`config.mk`:
```
export PLATFORM = sky130hd
export DESIGN_NAME = page_mode_ext_memory_bus
export DESIGN_NICKNAME = d
export VERILOG_FILES = /design/src/pkg/ext_bus_pkg.sv /design/src/design/timed_access_unlock.sv /design/src/design/page_mode_ext_memory_bus.sv
export SDC_FILE = /design/constraint.sdc
export NUM_CORES = 1
export LEC_CHECK = 0
export BUFFER_PORTS_ARGS = -buffer_cell sky130_fd_sc_hd__buf_4
export CAP_MARGIN = 25
export CORE_UTILIZATION = 50
export DETAILED_ROUTE_END_ITERATION = 8
export PLACE_DENSITY = 0.75
export SLEW_MARGIN = 5
export SYNTH_ARGS = -nofsm -noshare
export SYNTH_HDL_FRONTEND = slang
export SYNTH_HIERARCHICAL = 1
export SYNTH_SLANG_ARGS = --single-unit
export TNS_END_PERCENT = 30
```
`constraint.sdc`:
```
create_clock -name clk_in -period 9.4 [get_ports clk_in]
set_clock_uncertainty 0.15 [all_clocks]
set_input_delay 2.82 -clock clk_in [delete_from_list [all_inputs] [get_ports clk_in]]
set_output_delay 2.82 -clock clk_in [all_outputs]
set_load 0.03 [all_outputs]
```
`src/pkg/ext_bus_pkg.sv`:
```
// Purpose: constants and types shared by the page-mode external bus design
// Assumes: one system clock equals one clk_en_in tick of clk_in
// Notes: all lengths are counted in system clocks
package ext_bus_pkg;

  localparam int ADDRESS_CONTROL_REG_PME_BIT = 7;
  localparam int ADDRESS_CONTROL_REG_PS_MSB = 6;
  localparam int ADDRESS_CONTROL_REG_PS_LSB = 5;
  localparam logic [7:0] ADDRESS_CONTROL_REG_RESET = 8'h00;

  localparam logic [7:0] TA_KEY_FIRST = 8'hAA;
  localparam logic [7:0] TA_KEY_SECOND = 8'h55;
  localparam logic [3:0] TA_WINDOW_CLK = 4'h3;

  localparam logic [5:0] HIT_CLK_PS0 = 6'h01;
  localparam logic [5:0] HIT_CLK_PS1 = 6'h02;
  localparam logic [5:0] HIT_CLK_PS2 = 6'h04;
  localparam logic [5:0] STROBE_NARROW = 6'h01;
  localparam logic [5:0] STROBE_WIDE = 6'h02;
  localparam logic [5:0] PM2_MISS_LATCH = 6'h02;
  localparam logic [5:0] PM2_FETCH_SETUP = 6'h01;
  localparam logic [5:0] PM2_FETCH_STROBE = 6'h01;
  localparam logic [5:0] BASIC_LATCH = 6'h01;
  localparam logic [5:0] BASIC_SETUP = 6'h01;
  localparam logic [5:0] BASIC_STROBE = 6'h02;
  localparam logic [5:0] STRETCH_CLK = 6'h04;
  localparam logic [5:0] STRETCH_LONG_SPLIT = 6'h0C;
  localparam logic [3:0] STRETCH_LONG_OFFS = 4'h3;
  localparam logic [3:0] STRETCH_LONG_MIN = 4'h7;

  typedef enum logic [1:0] {
    ACC_FETCH = 2'b00,
    ACC_READ = 2'b01,
    ACC_WRITE = 2'b10
  } acc_kind_t;

  typedef enum logic [1:0] {
    PS_ONE = 2'b00,
    PS_TWO = 2'b01,
    PS_FOUR = 2'b10,
    PS_MUX = 2'b11
  } page_sel_t;

  typedef enum logic [1:0] {
    BUS_NONPAGE = 2'b00,
    BUS_PAGE1 = 2'b01,
    BUS_PAGE2 = 2'b10
  } bus_mode_t;

  typedef enum logic [2:0] {
    SEG_IDLE = 3'b000,
    SEG_LATCH = 3'b001,
    SEG_SETUP = 3'b010,
    SEG_STROBE = 3'b011,
    SEG_HOLD = 3'b100
  } seg_t;

  typedef enum logic [1:0] {
    TA_LOCKED = 2'b00,
    TA_ARMED = 2'b01,
    TA_OPEN = 2'b10
  } ta_stage_t;

  typedef struct packed {
    acc_kind_t kind;
    logic [15:0] addr;
    logic [7:0] wdata;
  } mem_req_t;

  typedef struct packed {
    logic [5:0] latch;
    logic [5:0] setup;
    logic [5:0] strobe;
    logic [5:0] hold;
  } seg_len_t;

  typedef struct packed {
    logic [7:0] port_zero_bus;
    logic port_zero_oe;
    logic [7:0] port_two_bus;
    logic port_two_oe;
    logic addr_latch_strobe;
    logic program_store_strobe_n;
    logic read_strobe_n;
    logic write_strobe_n;
  } ext_pins_t;

  typedef struct packed {
    ta_stage_t stage;
    logic [3:0] cnt;
  } ta_state_t;

  typedef struct packed {
    seg_t seg;
    logic [5:0] cnt;
    seg_len_t len;
    mem_req_t req;
    bus_mode_t mode;
    page_sel_t psel;
    logic [3:0] stretch_n;
    logic hit;
    logic [7:0] page;
    logic page_valid;
    logic after_data;
    logic page_en;
    page_sel_t page_sel;
    logic [7:0] rdata;
    logic done;
    logic ready;
    ext_pins_t pins;
  } ctl_state_t;

  localparam ext_pins_t PINS_IDLE = '{
    port_zero_bus: 8'h00, port_zero_oe: 1'b0,
    port_two_bus: 8'h00, port_two_oe: 1'b0,
    addr_latch_strobe: 1'b0, program_store_strobe_n: 1'b1,
    read_strobe_n: 1'b1, write_strobe_n: 1'b1};

  localparam ctl_state_t CTL_RESET = '{
    seg: SEG_IDLE, cnt: 6'h00, len: '0, req: '0,
    mode: BUS_NONPAGE, psel: PS_ONE, stretch_n: 4'h0, hit: 1'b0,
    page: 8'h00, page_valid: 1'b0, after_data: 1'b0,
    page_en: ADDRESS_CONTROL_REG_RESET[ADDRESS_CONTROL_REG_PME_BIT],
    page_sel: page_sel_t'(ADDRESS_CONTROL_REG_RESET[ADDRESS_CONTROL_REG_PS_MSB:ADDRESS_CONTROL_REG_PS_LSB]),
    rdata: 8'h00, done: 1'b0, ready: 1'b1, pins: PINS_IDLE};

endpackage

```
`src/design/timed_access_unlock.sv`:
```
// Purpose: two-key unlock window guarding protected register writes
// Assumes: key writes and consume are one-tick strobes qualified by clk_en_in
// Notes: a wrong second key relocks at once
`timescale 1ns/1ps
module timed_access_unlock
  import ext_bus_pkg::*;
#(
  parameter logic [3:0] WINDOW_CLK = TA_WINDOW_CLK
)
(
  input wire logic clk_in,
  input wire logic rst_n_in,
  input wire logic clk_en_in,
  input wire logic key_wr_in,
  input wire logic [7:0] key_data_in,
  input wire logic consume_in,
  output logic open_out
);
  import ext_bus_pkg::*;

  ta_state_t q;
  ta_state_t d;

  always_comb
  begin
    d = q;
    case (q.stage)
      TA_LOCKED:
      begin
        if (key_wr_in && key_data_in == TA_KEY_FIRST)
        begin
          d.stage = TA_ARMED;
          d.cnt = WINDOW_CLK - 4'h1;
        end
      end
      TA_ARMED:
      begin
        if (key_wr_in)
        begin
          d.stage = (key_data_in == TA_KEY_SECOND) ? TA_OPEN : TA_LOCKED;
          d.cnt = WINDOW_CLK - 4'h1;
        end
        else if (q.cnt == 4'h0)
          d.stage = TA_LOCKED;
        else
          d.cnt = q.cnt - 4'h1;
      end
      TA_OPEN:
      begin
        // one protected write per unlock, then the gate shuts again
        if (consume_in || q.cnt == 4'h0)
          d.stage = TA_LOCKED;
        else
          d.cnt = q.cnt - 4'h1;
      end
      default:
        d.stage = TA_LOCKED;
    endcase
  end

  always_ff @(posedge clk_in or negedge rst_n_in)
  begin
    if (!rst_n_in)
      q <= '{stage: TA_LOCKED, cnt: 4'h0};
    else if (clk_en_in)
      q <= d;
  end

  assign open_out = (q.stage == TA_OPEN);

endmodule // timed_access_unlock

```
`src/design/page_mode_ext_memory_bus.sv`:
```
// Purpose: page-mode external memory bus sequencer for fetches and data
// Assumes: clk_en_in marks system clocks; pins are synchronous to clk_in
// Notes: one idle tick separates two accesses; config applies per access
`timescale 1ns/1ps
module page_mode_ext_memory_bus
  import ext_bus_pkg::*;
#(
  parameter logic [3:0] UNLOCK_WINDOW_CLK = TA_WINDOW_CLK
)
(
  input wire logic clk_in,
  input wire logic rst_n_in,
  input wire logic clk_en_in,
  input wire logic req_valid_in,
  input wire ext_bus_pkg::mem_req_t req_in,
  input wire logic [2:0] stretch_select_in,
  input wire logic key_wr_in,
  input wire logic [7:0] key_data_in,
  input wire logic address_control_reg_wr_in,
  input wire logic [7:0] address_control_reg_data_in,
  input wire logic [7:0] port_zero_in,
  input wire logic [7:0] port_two_in,
  output logic req_ready_out,
  output logic done_out,
  output logic [7:0] rdata_out,
  output logic page_hit_out,
  output logic page_mode_enable_out,
  output logic [1:0] page_select_out,
  output ext_bus_pkg::ext_pins_t ext_pins_out
);
  import ext_bus_pkg::*;
  if (UNLOCK_WINDOW_CLK < 4'h1)
  begin : g_bad_window
    $error("unlock window must be at least one clock");
  end
  logic [1:0] rst_sync_q;
  logic rst_n_sync;
  ctl_state_t q;
  ctl_state_t d;
  logic ta_open;
  logic ta_consume;
  logic accept;
  logic miss;
  bus_mode_t acc_mode;
  logic [3:0] stretch_n;

  always_ff @(posedge clk_in or negedge rst_n_in)
  begin
    if (!rst_n_in)
      rst_sync_q <= 2'b00;
    else
      rst_sync_q <= {rst_sync_q[0], 1'b1};
  end
  assign rst_n_sync = rst_sync_q[1];
  timed_access_unlock #(
    .WINDOW_CLK(UNLOCK_WINDOW_CLK)
  ) u_unlock (
    .clk_in(clk_in),
    .rst_n_in(rst_n_sync),
    .clk_en_in(clk_en_in),
    .key_wr_in(key_wr_in),
    .key_data_in(key_data_in),
    .consume_in(ta_consume),
    .open_out(ta_open)
  );
  function automatic logic [5:0] hit_clocks(page_sel_t ps);
    case (ps)
      PS_ONE: hit_clocks = HIT_CLK_PS0;
      PS_TWO: hit_clocks = HIT_CLK_PS1;
      default: hit_clocks = HIT_CLK_PS2;
    endcase
  endfunction
  // segment lengths of one access; strobe is never empty
  function automatic seg_len_t calc_len(bus_mode_t m, page_sel_t ps,
                                        acc_kind_t k, logic mis,
                                        logic [3:0] n);
    seg_len_t l;
    logic [5:0] h;
    logic [5:0] sw;
    logic [5:0] ext;
    l = '0;
    h = hit_clocks(ps);
    sw = (h == HIT_CLK_PS2) ? STROBE_WIDE : STROBE_NARROW;
    ext = {n, 2'b00};
    if (m == BUS_PAGE1)
    begin
      l.latch = mis ? h : 6'h00;
      l.setup = h - sw;
      l.strobe = sw;
    end
    else if (m == BUS_PAGE2 && k == ACC_FETCH)
    begin
      l.latch = mis ? PM2_MISS_LATCH : 6'h00;
      l.setup = PM2_FETCH_SETUP;
      l.strobe = PM2_FETCH_STROBE;
    end
    else
    begin
      // plain bus timing: latch, turnaround, strobe = four clocks
      l.latch = BASIC_LATCH;
      l.setup = BASIC_SETUP;
      l.strobe = BASIC_STROBE;
    end
    if (k != ACC_FETCH && n != 4'h0)
    begin
      // a stretch below STRETCH_LONG_MIN spends one clock on setup and one on hold
      l.setup = l.setup + 6'h01;
      l.hold = 6'h01;
      l.strobe = l.strobe + ext - 6'h02;
      if (n >= STRETCH_LONG_MIN)
      begin
        if (l.latch != 6'h00)
          l.latch = l.latch + STRETCH_CLK;
        else
          l.setup = l.setup + STRETCH_CLK;
        l.setup = l.setup + STRETCH_CLK;
        l.hold = l.hold + STRETCH_CLK;
        l.strobe = l.strobe - STRETCH_LONG_SPLIT;
      end
    end
    return l;
  endfunction
  function automatic seg_t next_seg(seg_t cur, seg_len_t l);
    seg_t s;
    s = SEG_IDLE;
    case (cur)
      SEG_IDLE:
        s = (l.latch != 6'h00) ? SEG_LATCH :
            (l.setup != 6'h00) ? SEG_SETUP : SEG_STROBE;
      SEG_LATCH:
        s = (l.setup != 6'h00) ? SEG_SETUP : SEG_STROBE;
      SEG_SETUP:
        s = SEG_STROBE;
      SEG_STROBE:
        s = (l.hold != 6'h00) ? SEG_HOLD : SEG_IDLE;
      default:
        s = SEG_IDLE;
    endcase
    return s;
  endfunction
  function automatic logic [5:0] seg_cnt(seg_t s, seg_len_t l);
    case (s)
      SEG_LATCH: seg_cnt = l.latch - 6'h01;
      SEG_SETUP: seg_cnt = l.setup - 6'h01;
      SEG_STROBE: seg_cnt = l.strobe - 6'h01;
      SEG_HOLD: seg_cnt = l.hold - 6'h01;
      default: seg_cnt = 6'h00;
    endcase
  endfunction
  // pin levels belonging to a segment; registered with the state
  function automatic ext_pins_t drive_pins(ctl_state_t s);
    ext_pins_t p;
    logic strobe;
    logic wr;
    p = PINS_IDLE;
    strobe = (s.seg == SEG_STROBE);
    wr = (s.req.kind == ACC_WRITE);
    if (s.seg != SEG_IDLE)
    begin
      p.program_store_strobe_n = !(strobe && s.req.kind == ACC_FETCH);
      p.read_strobe_n = !(strobe && s.req.kind == ACC_READ);
      p.write_strobe_n = !(strobe && wr);
      p.addr_latch_strobe = (s.seg == SEG_LATCH);
      case (s.mode)
        BUS_PAGE1:
        begin
          p.port_two_oe = 1'b1;
          if (s.seg == SEG_LATCH)
            p.port_two_bus = s.req.addr[15:8];
          else
          begin
            p.port_two_bus = s.req.addr[7:0];
            p.port_zero_oe = wr;
            p.port_zero_bus = s.req.wdata;
          end
        end
        BUS_PAGE2:
        begin
          p.port_zero_oe = 1'b1;
          p.port_zero_bus = s.req.addr[7:0];
          p.port_two_oe = (s.seg == SEG_LATCH) || wr;
          p.port_two_bus = (s.seg == SEG_LATCH) ? s.req.addr[15:8]
                                                : s.req.wdata;
        end
        default:
        begin
          // plain expanded bus: low address then data on port zero
          p.port_two_oe = 1'b1;
          p.port_two_bus = s.req.addr[15:8];
          p.port_zero_oe = (s.seg == SEG_LATCH) || wr;
          p.port_zero_bus = (s.seg == SEG_LATCH) ? s.req.addr[7:0]
                                                 : s.req.wdata;
        end
      endcase
    end
    return p;
  endfunction
  assign accept = (q.seg == SEG_IDLE) && req_valid_in;
  assign stretch_n = stretch_select_in[2]
                     ? {1'b0, stretch_select_in} + STRETCH_LONG_OFFS
                     : {1'b0, stretch_select_in};
  always_comb
  begin
    acc_mode = BUS_NONPAGE;
    if (q.page_en)
      acc_mode = (q.page_sel == PS_MUX) ? BUS_PAGE2 : BUS_PAGE1;
    miss = !q.page_valid || (q.page != req_in.addr[15:8])
           || (q.page_sel == PS_ONE
               && (req_in.kind != ACC_FETCH || q.after_data));
  end
  always_comb
  begin
    d = q;
    d.done = 1'b0;
    ta_consume = 1'b0;
    case (q.seg)
      SEG_IDLE:
      begin
        if (accept)
        begin
          d.req = req_in;
          d.mode = acc_mode;
          d.psel = q.page_sel;
          d.stretch_n = (req_in.kind == ACC_FETCH) ? 4'h0 : stretch_n;
          d.len = calc_len(acc_mode, q.page_sel, req_in.kind, miss,
                           d.stretch_n);
          d.hit = (acc_mode == BUS_PAGE1 && !miss)
                  || (acc_mode == BUS_PAGE2 && !miss
                      && req_in.kind == ACC_FETCH);
          d.after_data = (req_in.kind != ACC_FETCH);
          d.page = req_in.addr[15:8];
          d.page_valid = (acc_mode != BUS_NONPAGE);
          d.seg = next_seg(SEG_IDLE, d.len);
          d.cnt = seg_cnt(d.seg, d.len);
          d.ready = 1'b0;
        end
      end
      SEG_LATCH, SEG_SETUP, SEG_STROBE, SEG_HOLD:
      begin
        if (q.cnt != 6'h00)
          d.cnt = q.cnt - 6'h01;
        else
        begin
          // sampled on the edge where the strobe returns inactive
          if (q.seg == SEG_STROBE && q.req.kind != ACC_WRITE)
            d.rdata = (q.mode == BUS_PAGE2) ? port_two_in
                                            : port_zero_in;
          d.seg = next_seg(q.seg, q.len);
          d.cnt = seg_cnt(d.seg, q.len);
          if (d.seg == SEG_IDLE)
          begin
            d.done = 1'b1;
            d.ready = 1'b1;
          end
        end
      end
      default:
      begin
        d.seg = SEG_IDLE;
        d.ready = 1'b1;
      end
    endcase
    if (address_control_reg_wr_in && ta_open)
    begin
      ta_consume = 1'b1;
      d.page_en = address_control_reg_data_in[ADDRESS_CONTROL_REG_PME_BIT];
      d.page_sel = page_sel_t'(address_control_reg_data_in[ADDRESS_CONTROL_REG_PS_MSB:ADDRESS_CONTROL_REG_PS_LSB]);
      // a change of the page-enable bit wins over a page stored in the same tick
      if (d.page_en != q.page_en)
        d.page_valid = 1'b0;
    end
    d.pins = drive_pins(d);
  end
  always_ff @(posedge clk_in or negedge rst_n_sync)
  begin
    if (!rst_n_sync)
      q <= CTL_RESET;
    else if (clk_en_in)
      q <= d;
  end
  assign req_ready_out = q.ready;
  assign done_out = q.done;
  assign rdata_out = q.rdata;
  assign page_hit_out = q.hit;
  assign page_mode_enable_out = q.page_en;
  assign page_select_out = q.page_sel;
  assign ext_pins_out = q.pins;
  logic [6:0] acc_len_q;
  logic [6:0] exp_hit_len;
  logic [6:0] exp_data_len;
  always_ff @(posedge clk_in or negedge rst_n_sync)
  begin
    if (!rst_n_sync)
      acc_len_q <= 7'h00;
    else if (clk_en_in)
    begin
      if (q.seg != SEG_IDLE)
        acc_len_q <= acc_len_q + 7'h01;
      else if (accept)
        acc_len_q <= 7'h00;
    end
  end
  assign exp_hit_len = {1'b0, hit_clocks(q.psel)};
  assign exp_data_len = (q.hit ? exp_hit_len : {exp_hit_len[5:0], 1'b0})
                        + {1'b0, q.stretch_n, 2'b00};
endmodule // page_mode_ext_memory_bus

```
==> flow_summary_export.csv <==
group,metric,value,unit
clock_tree,cts_made_buffers,9,
layout,areaGrowthSynthToFinish,11.9,%
die,dieArea,14900,um2
detailed_routing,ant_nets,0,
grt,grt_antenna_before_repair,0,
clock_tree,cts_sinks,109,
clock_tree,cts_tree,"yes",
sta,finalMaxSlewViolations,0,
setup_path,slowest_stage,"nor4_1",
detailed_routing,routed_via_density,5.73,
synthesis,syn_inst,863,
layout,antenna_cells,0,
synthesis,syn_avg_cell_area,8.36,um2
grt,grt_start_max_net_pins,72,
clock_tree,clk_latency,0.35,ns
setup_path,reg2reg_slack,3.87,ns
detailed_routing,drt-total-wl,17100,um
clock_tree,cts_buffer_depth,2,
setup_path,critical_path.cell_chain,"buf_4, xnor2_1, nand3_1, nor4_1, nor2_1, xnor2_1, ha_1, or4_1, a211oi_1, nor3_1, and3_1, nand2_2, a21oi_2, o21ai_2, o22ai_1",
setup_path,worstSetupPathType,"primary input to flip-flop",
detailed_routing,drt_iter0_drc,423,
synthesis,synth_warnings,6,
synthesis,yosysUniqueCellTypes,84,
placement,place_area,7770,um2
sta,fin_crit,7.24,ns
sta,fin_ws,2.16,ns
outcome,status,"finished, final reports clean",
detailed_routing,drtPass1Iterations,5,
sta,slew-limit-headroom,35.4,%
grt,grt_use_total,24.1,%
clock_tree,cts-htree-levels,3,
die,core_area,14000,um2
setup_path,crit_top_cell,"xnor2_1",
setup_path,crit_path_end_kind,"flip-flop",
sta,setup_viol,0,
synthesis,synth_nets,949,
power_and_ir_drop,static-leakage-power,3.67,nW
power_and_ir_drop,p_comb_share,55.1,%
synthesis,synth.yosys.seq_area_share,37.9,%
run,maxCapViolCount,0,
synthesis,ys_ff_latch,109,
sta,final_hold_viol_count,0,
setup_path,crit_path_start_kind,"primary input",
sta,post-route-period-util,77.0,%
placement,pre_cts_ws,1.84,ns
clock_tree,postCtsHoldBufs,0,
layout,fin_nets,982,
sta,worst_pin_slew,0.965,ns
power_and_ir_drop,internal_power,1.43,mW
grt,grt_pass1_wl,28100,um
sta,clock.fmax,138,MHz
sta,rsz0062_at_grt,"false",
die,start_util,51.6,%
power_and_ir_drop,power_density,326,nW/um2
grt,grt_remaining_overflow,0,
sta,setup-tns-final,0,ns
setup_path,cp_slowest_stage_delay,0.71,ns
die,io_pins,103,
power_and_ir_drop,p_sw,1.20,mW
layout,utilization,57.7,%
die,die_w,122,um
setup_path,cp.arrival,7.27,ns
hold_path,holdCritPathClass,"flip-flop to asynchronous set/reset pin",
synthesis,synth_edf_count,0,
placement,hpwl,12400,um
power_and_ir_drop,switching_share,45.5,%
setup_path,worstPathMaxFanout,18,
layout,layout-drive-gt1-share,17.6,%
power_and_ir_drop,vdd_drop_max,0.171,mV
sta,fin_hold_ws,0.142,ns
detailed_routing,num_vias,6193,
detailed_routing,routedWlPerCell,15.8,um
placement,io_buffers,97,
setup_path,required,9.44,ns
detailed_routing,drc,0,
clock_tree,cts_setup_buffers,0,
synthesis,dominantRegCellSynth,"dfrtp_1",
placement,gp_congestion,0.904,
layout,final_cell_area,8080,um2
grt,grt_pass1_vias,5748,
power_and_ir_drop,seq_power_share,30.2,%
synthesis,syn_area,7210,um2
die,die_h,122,um
clock_tree,cts_resized,0,
power_and_ir_drop,pwr-share-clk,14.6,%
die,fp-row-count,43,
clock_tree,cts.clk_slew.worst_paths,0.07,ns
clock_tree,root_buffer,"clkbuf_16",
synthesis,async_flop_share,100,%
## cells in the final DEF, fill, tap and decap left out, types with 7 or more instances in the layout
| cell type | synthesis | layout |
|---|---|---|
| a21oi_1 | 41 | 41 |
| o21ai_0 | 56 | 56 |
| ha_1 | 19 | 19 |
| xnor2_1 | 19 | 19 |
| o31ai_1 | 11 | 11 |
| a31oi_1 | 9 | 9 |
| a22o_1 | 10 | 10 |
| clkbuf_16 | 0 | 9 |
| and2_1 | 7 | 7 |
| o22a_1 | 10 | 10 |
| mux2i_1 | 26 | 26 |
| nand3_1 | 12 | 12 |
| buf_4 | 33 | 103 |
| nand4_1 | 8 | 8 |
| nand2b_1 | 7 | 7 |
| nor2_1 | 61 | 60 |
| mux2_2 | 7 | 7 |
| nand2_1 | 160 | 159 |
| o22ai_1 | 28 | 28 |
| nor3_1 | 17 | 16 |
| nor4_1 | 8 | 8 |
| dfrtp_1 | 105 | 104 |
| inv_1 | 45 | 45 |
| nor2b_1 | 10 | 10 |
## critical path, delay by kind of cell
kind / cells / cell delay, ns
AO/OA/AOI/OAI: 4 / 1.19
XOR/XNOR: 2 / 0.38
adder cells (fa/ha/maj): 1 / 0.30
buffers and inverters: 1 / 0.13
AND/OR/NAND/NOR: 7 / 2.44
## cell usage after synthesis (4+ instances only)
| cell type | instances | area, um2 |
|---|---|---|
| o31ai_1 | 11 | 82.6 |
| nor2_1 | 61 | 229 |
| xor2_1 | 6 | 52.6 |
| and2_1 | 7 | 43.8 |
| a22oi_1 | 4 | 30.0 |
| nor3b_1 | 5 | 37.5 |
| clkbuf_1 | 35 | 131 |
| xnor2_1 | 19 | 166 |
| nor3_1 | 17 | 85.1 |
| o22a_1 | 10 | 87.6 |
| o211ai_1 | 6 | 45.0 |
| nand2b_1 | 7 | 43.8 |
| a22o_1 | 10 | 87.6 |
| nor4_1 | 8 | 50.1 |
| nor2b_1 | 10 | 62.6 |
| dfrtp_1 | 105 | 2630 |
| buf_1 | 4 | 15.0 |
| a31oi_1 | 9 | 56.3 |
| a21oi_1 | 41 | 205 |
| nand2_1 | 160 | 601 |
| inv_1 | 45 | 169 |
| buf_4 | 33 | 248 |
| o22ai_1 | 28 | 175 |
| ha_1 | 19 | 238 |
| dfstp_2 | 4 | 105 |
| o21ai_1 | 4 | 20.0 |
| nand4_1 | 8 | 50.1 |
| nand3_1 | 12 | 60.1 |
| buf_2 | 8 | 40.0 |
| mux2_2 | 7 | 78.8 |
| mux2i_1 | 26 | 260 |
| a211oi_1 | 4 | 30.0 |
| o21ai_0 | 56 | 280 |
## power by group through the flow
stage	clock network, mW	registers [mW]	logic [mW]
floorplan	0	0.753	1.18
global placement	0	0.797	1.40
detailed placement	0	0.802	1.43
CTS	0.393	0.796	1.44
global route	0.411	0.821	1.61
finish	0.385	0.796	1.45
## worst paths after layout
check | from | to | cells after the start
max | req_in[16] | ext_pins_out[7] | 15
min reg2reg | rst_sync_q[1] | ext_pins_out[15] | 0
max in group asynchronous | rst_n_in | rst_sync_q[1] | 1
min | rst_sync_q[1] | ext_pins_out[15] | 0
max reg2reg | page_select_out[1] | ext_pins_out[7] | 18
min in group clk_in | rst_sync_q[0] | rst_sync_q[1] | 0
## metrics by stage
step | power [mW] | cells
global placement | 2.20 | 1064
detailed placement | 2.23 | 1064
floorplan | 1.93 | 863
finish | 2.63 | 1081
CTS | 2.63 | 1080
global route | 2.84 | 1081
## state kept, by name, indices dropped and copies added, names as in the netlist
name	flops
page_select_out	2
done_out	1
rdata_out	8
u_unlock/q	6
page_hit_out	1
page_mode_enable_out	1
rst_sync_q	2
req_ready_out	1
q	65
ext_pins_out	22
## routing by layer
layer | track usage [%] | vias up | part of all wire (%)
met3 | 5.15 | 38 | 4.6
met5 | 0 | - | 0
met4 | 8.99 | 0 | 2.9
met2 | 38.5 | 157 | 49
li1 | - | 3063 | -
met1 | 31.9 | 2935 | 44
## kinds of logic after synthesis
family	count (synthesis)	share of synthesized area, %
buffers and inverters	126	8.52
AND/OR/NAND/NOR	322	21.0
other	1	0.0520
flip-flops	109	37.9
multiplexers	34	4.91
AO/OA/AOI/OAI	227	21.3
adder cells (fa/ha/maj)	19	3.30
XOR/XNOR	25	3.04
## final cells by class
type	count	area, um2
clock buffer	12	246
tap	180	225
fill	1256	5910
timing repair buffer	103	773
sequential	109	2740
multi-input combinational	628	3880
clock inverter	4	48.8
inverter	45	169
Note: power is estimated with default switching activity, not from simulation.
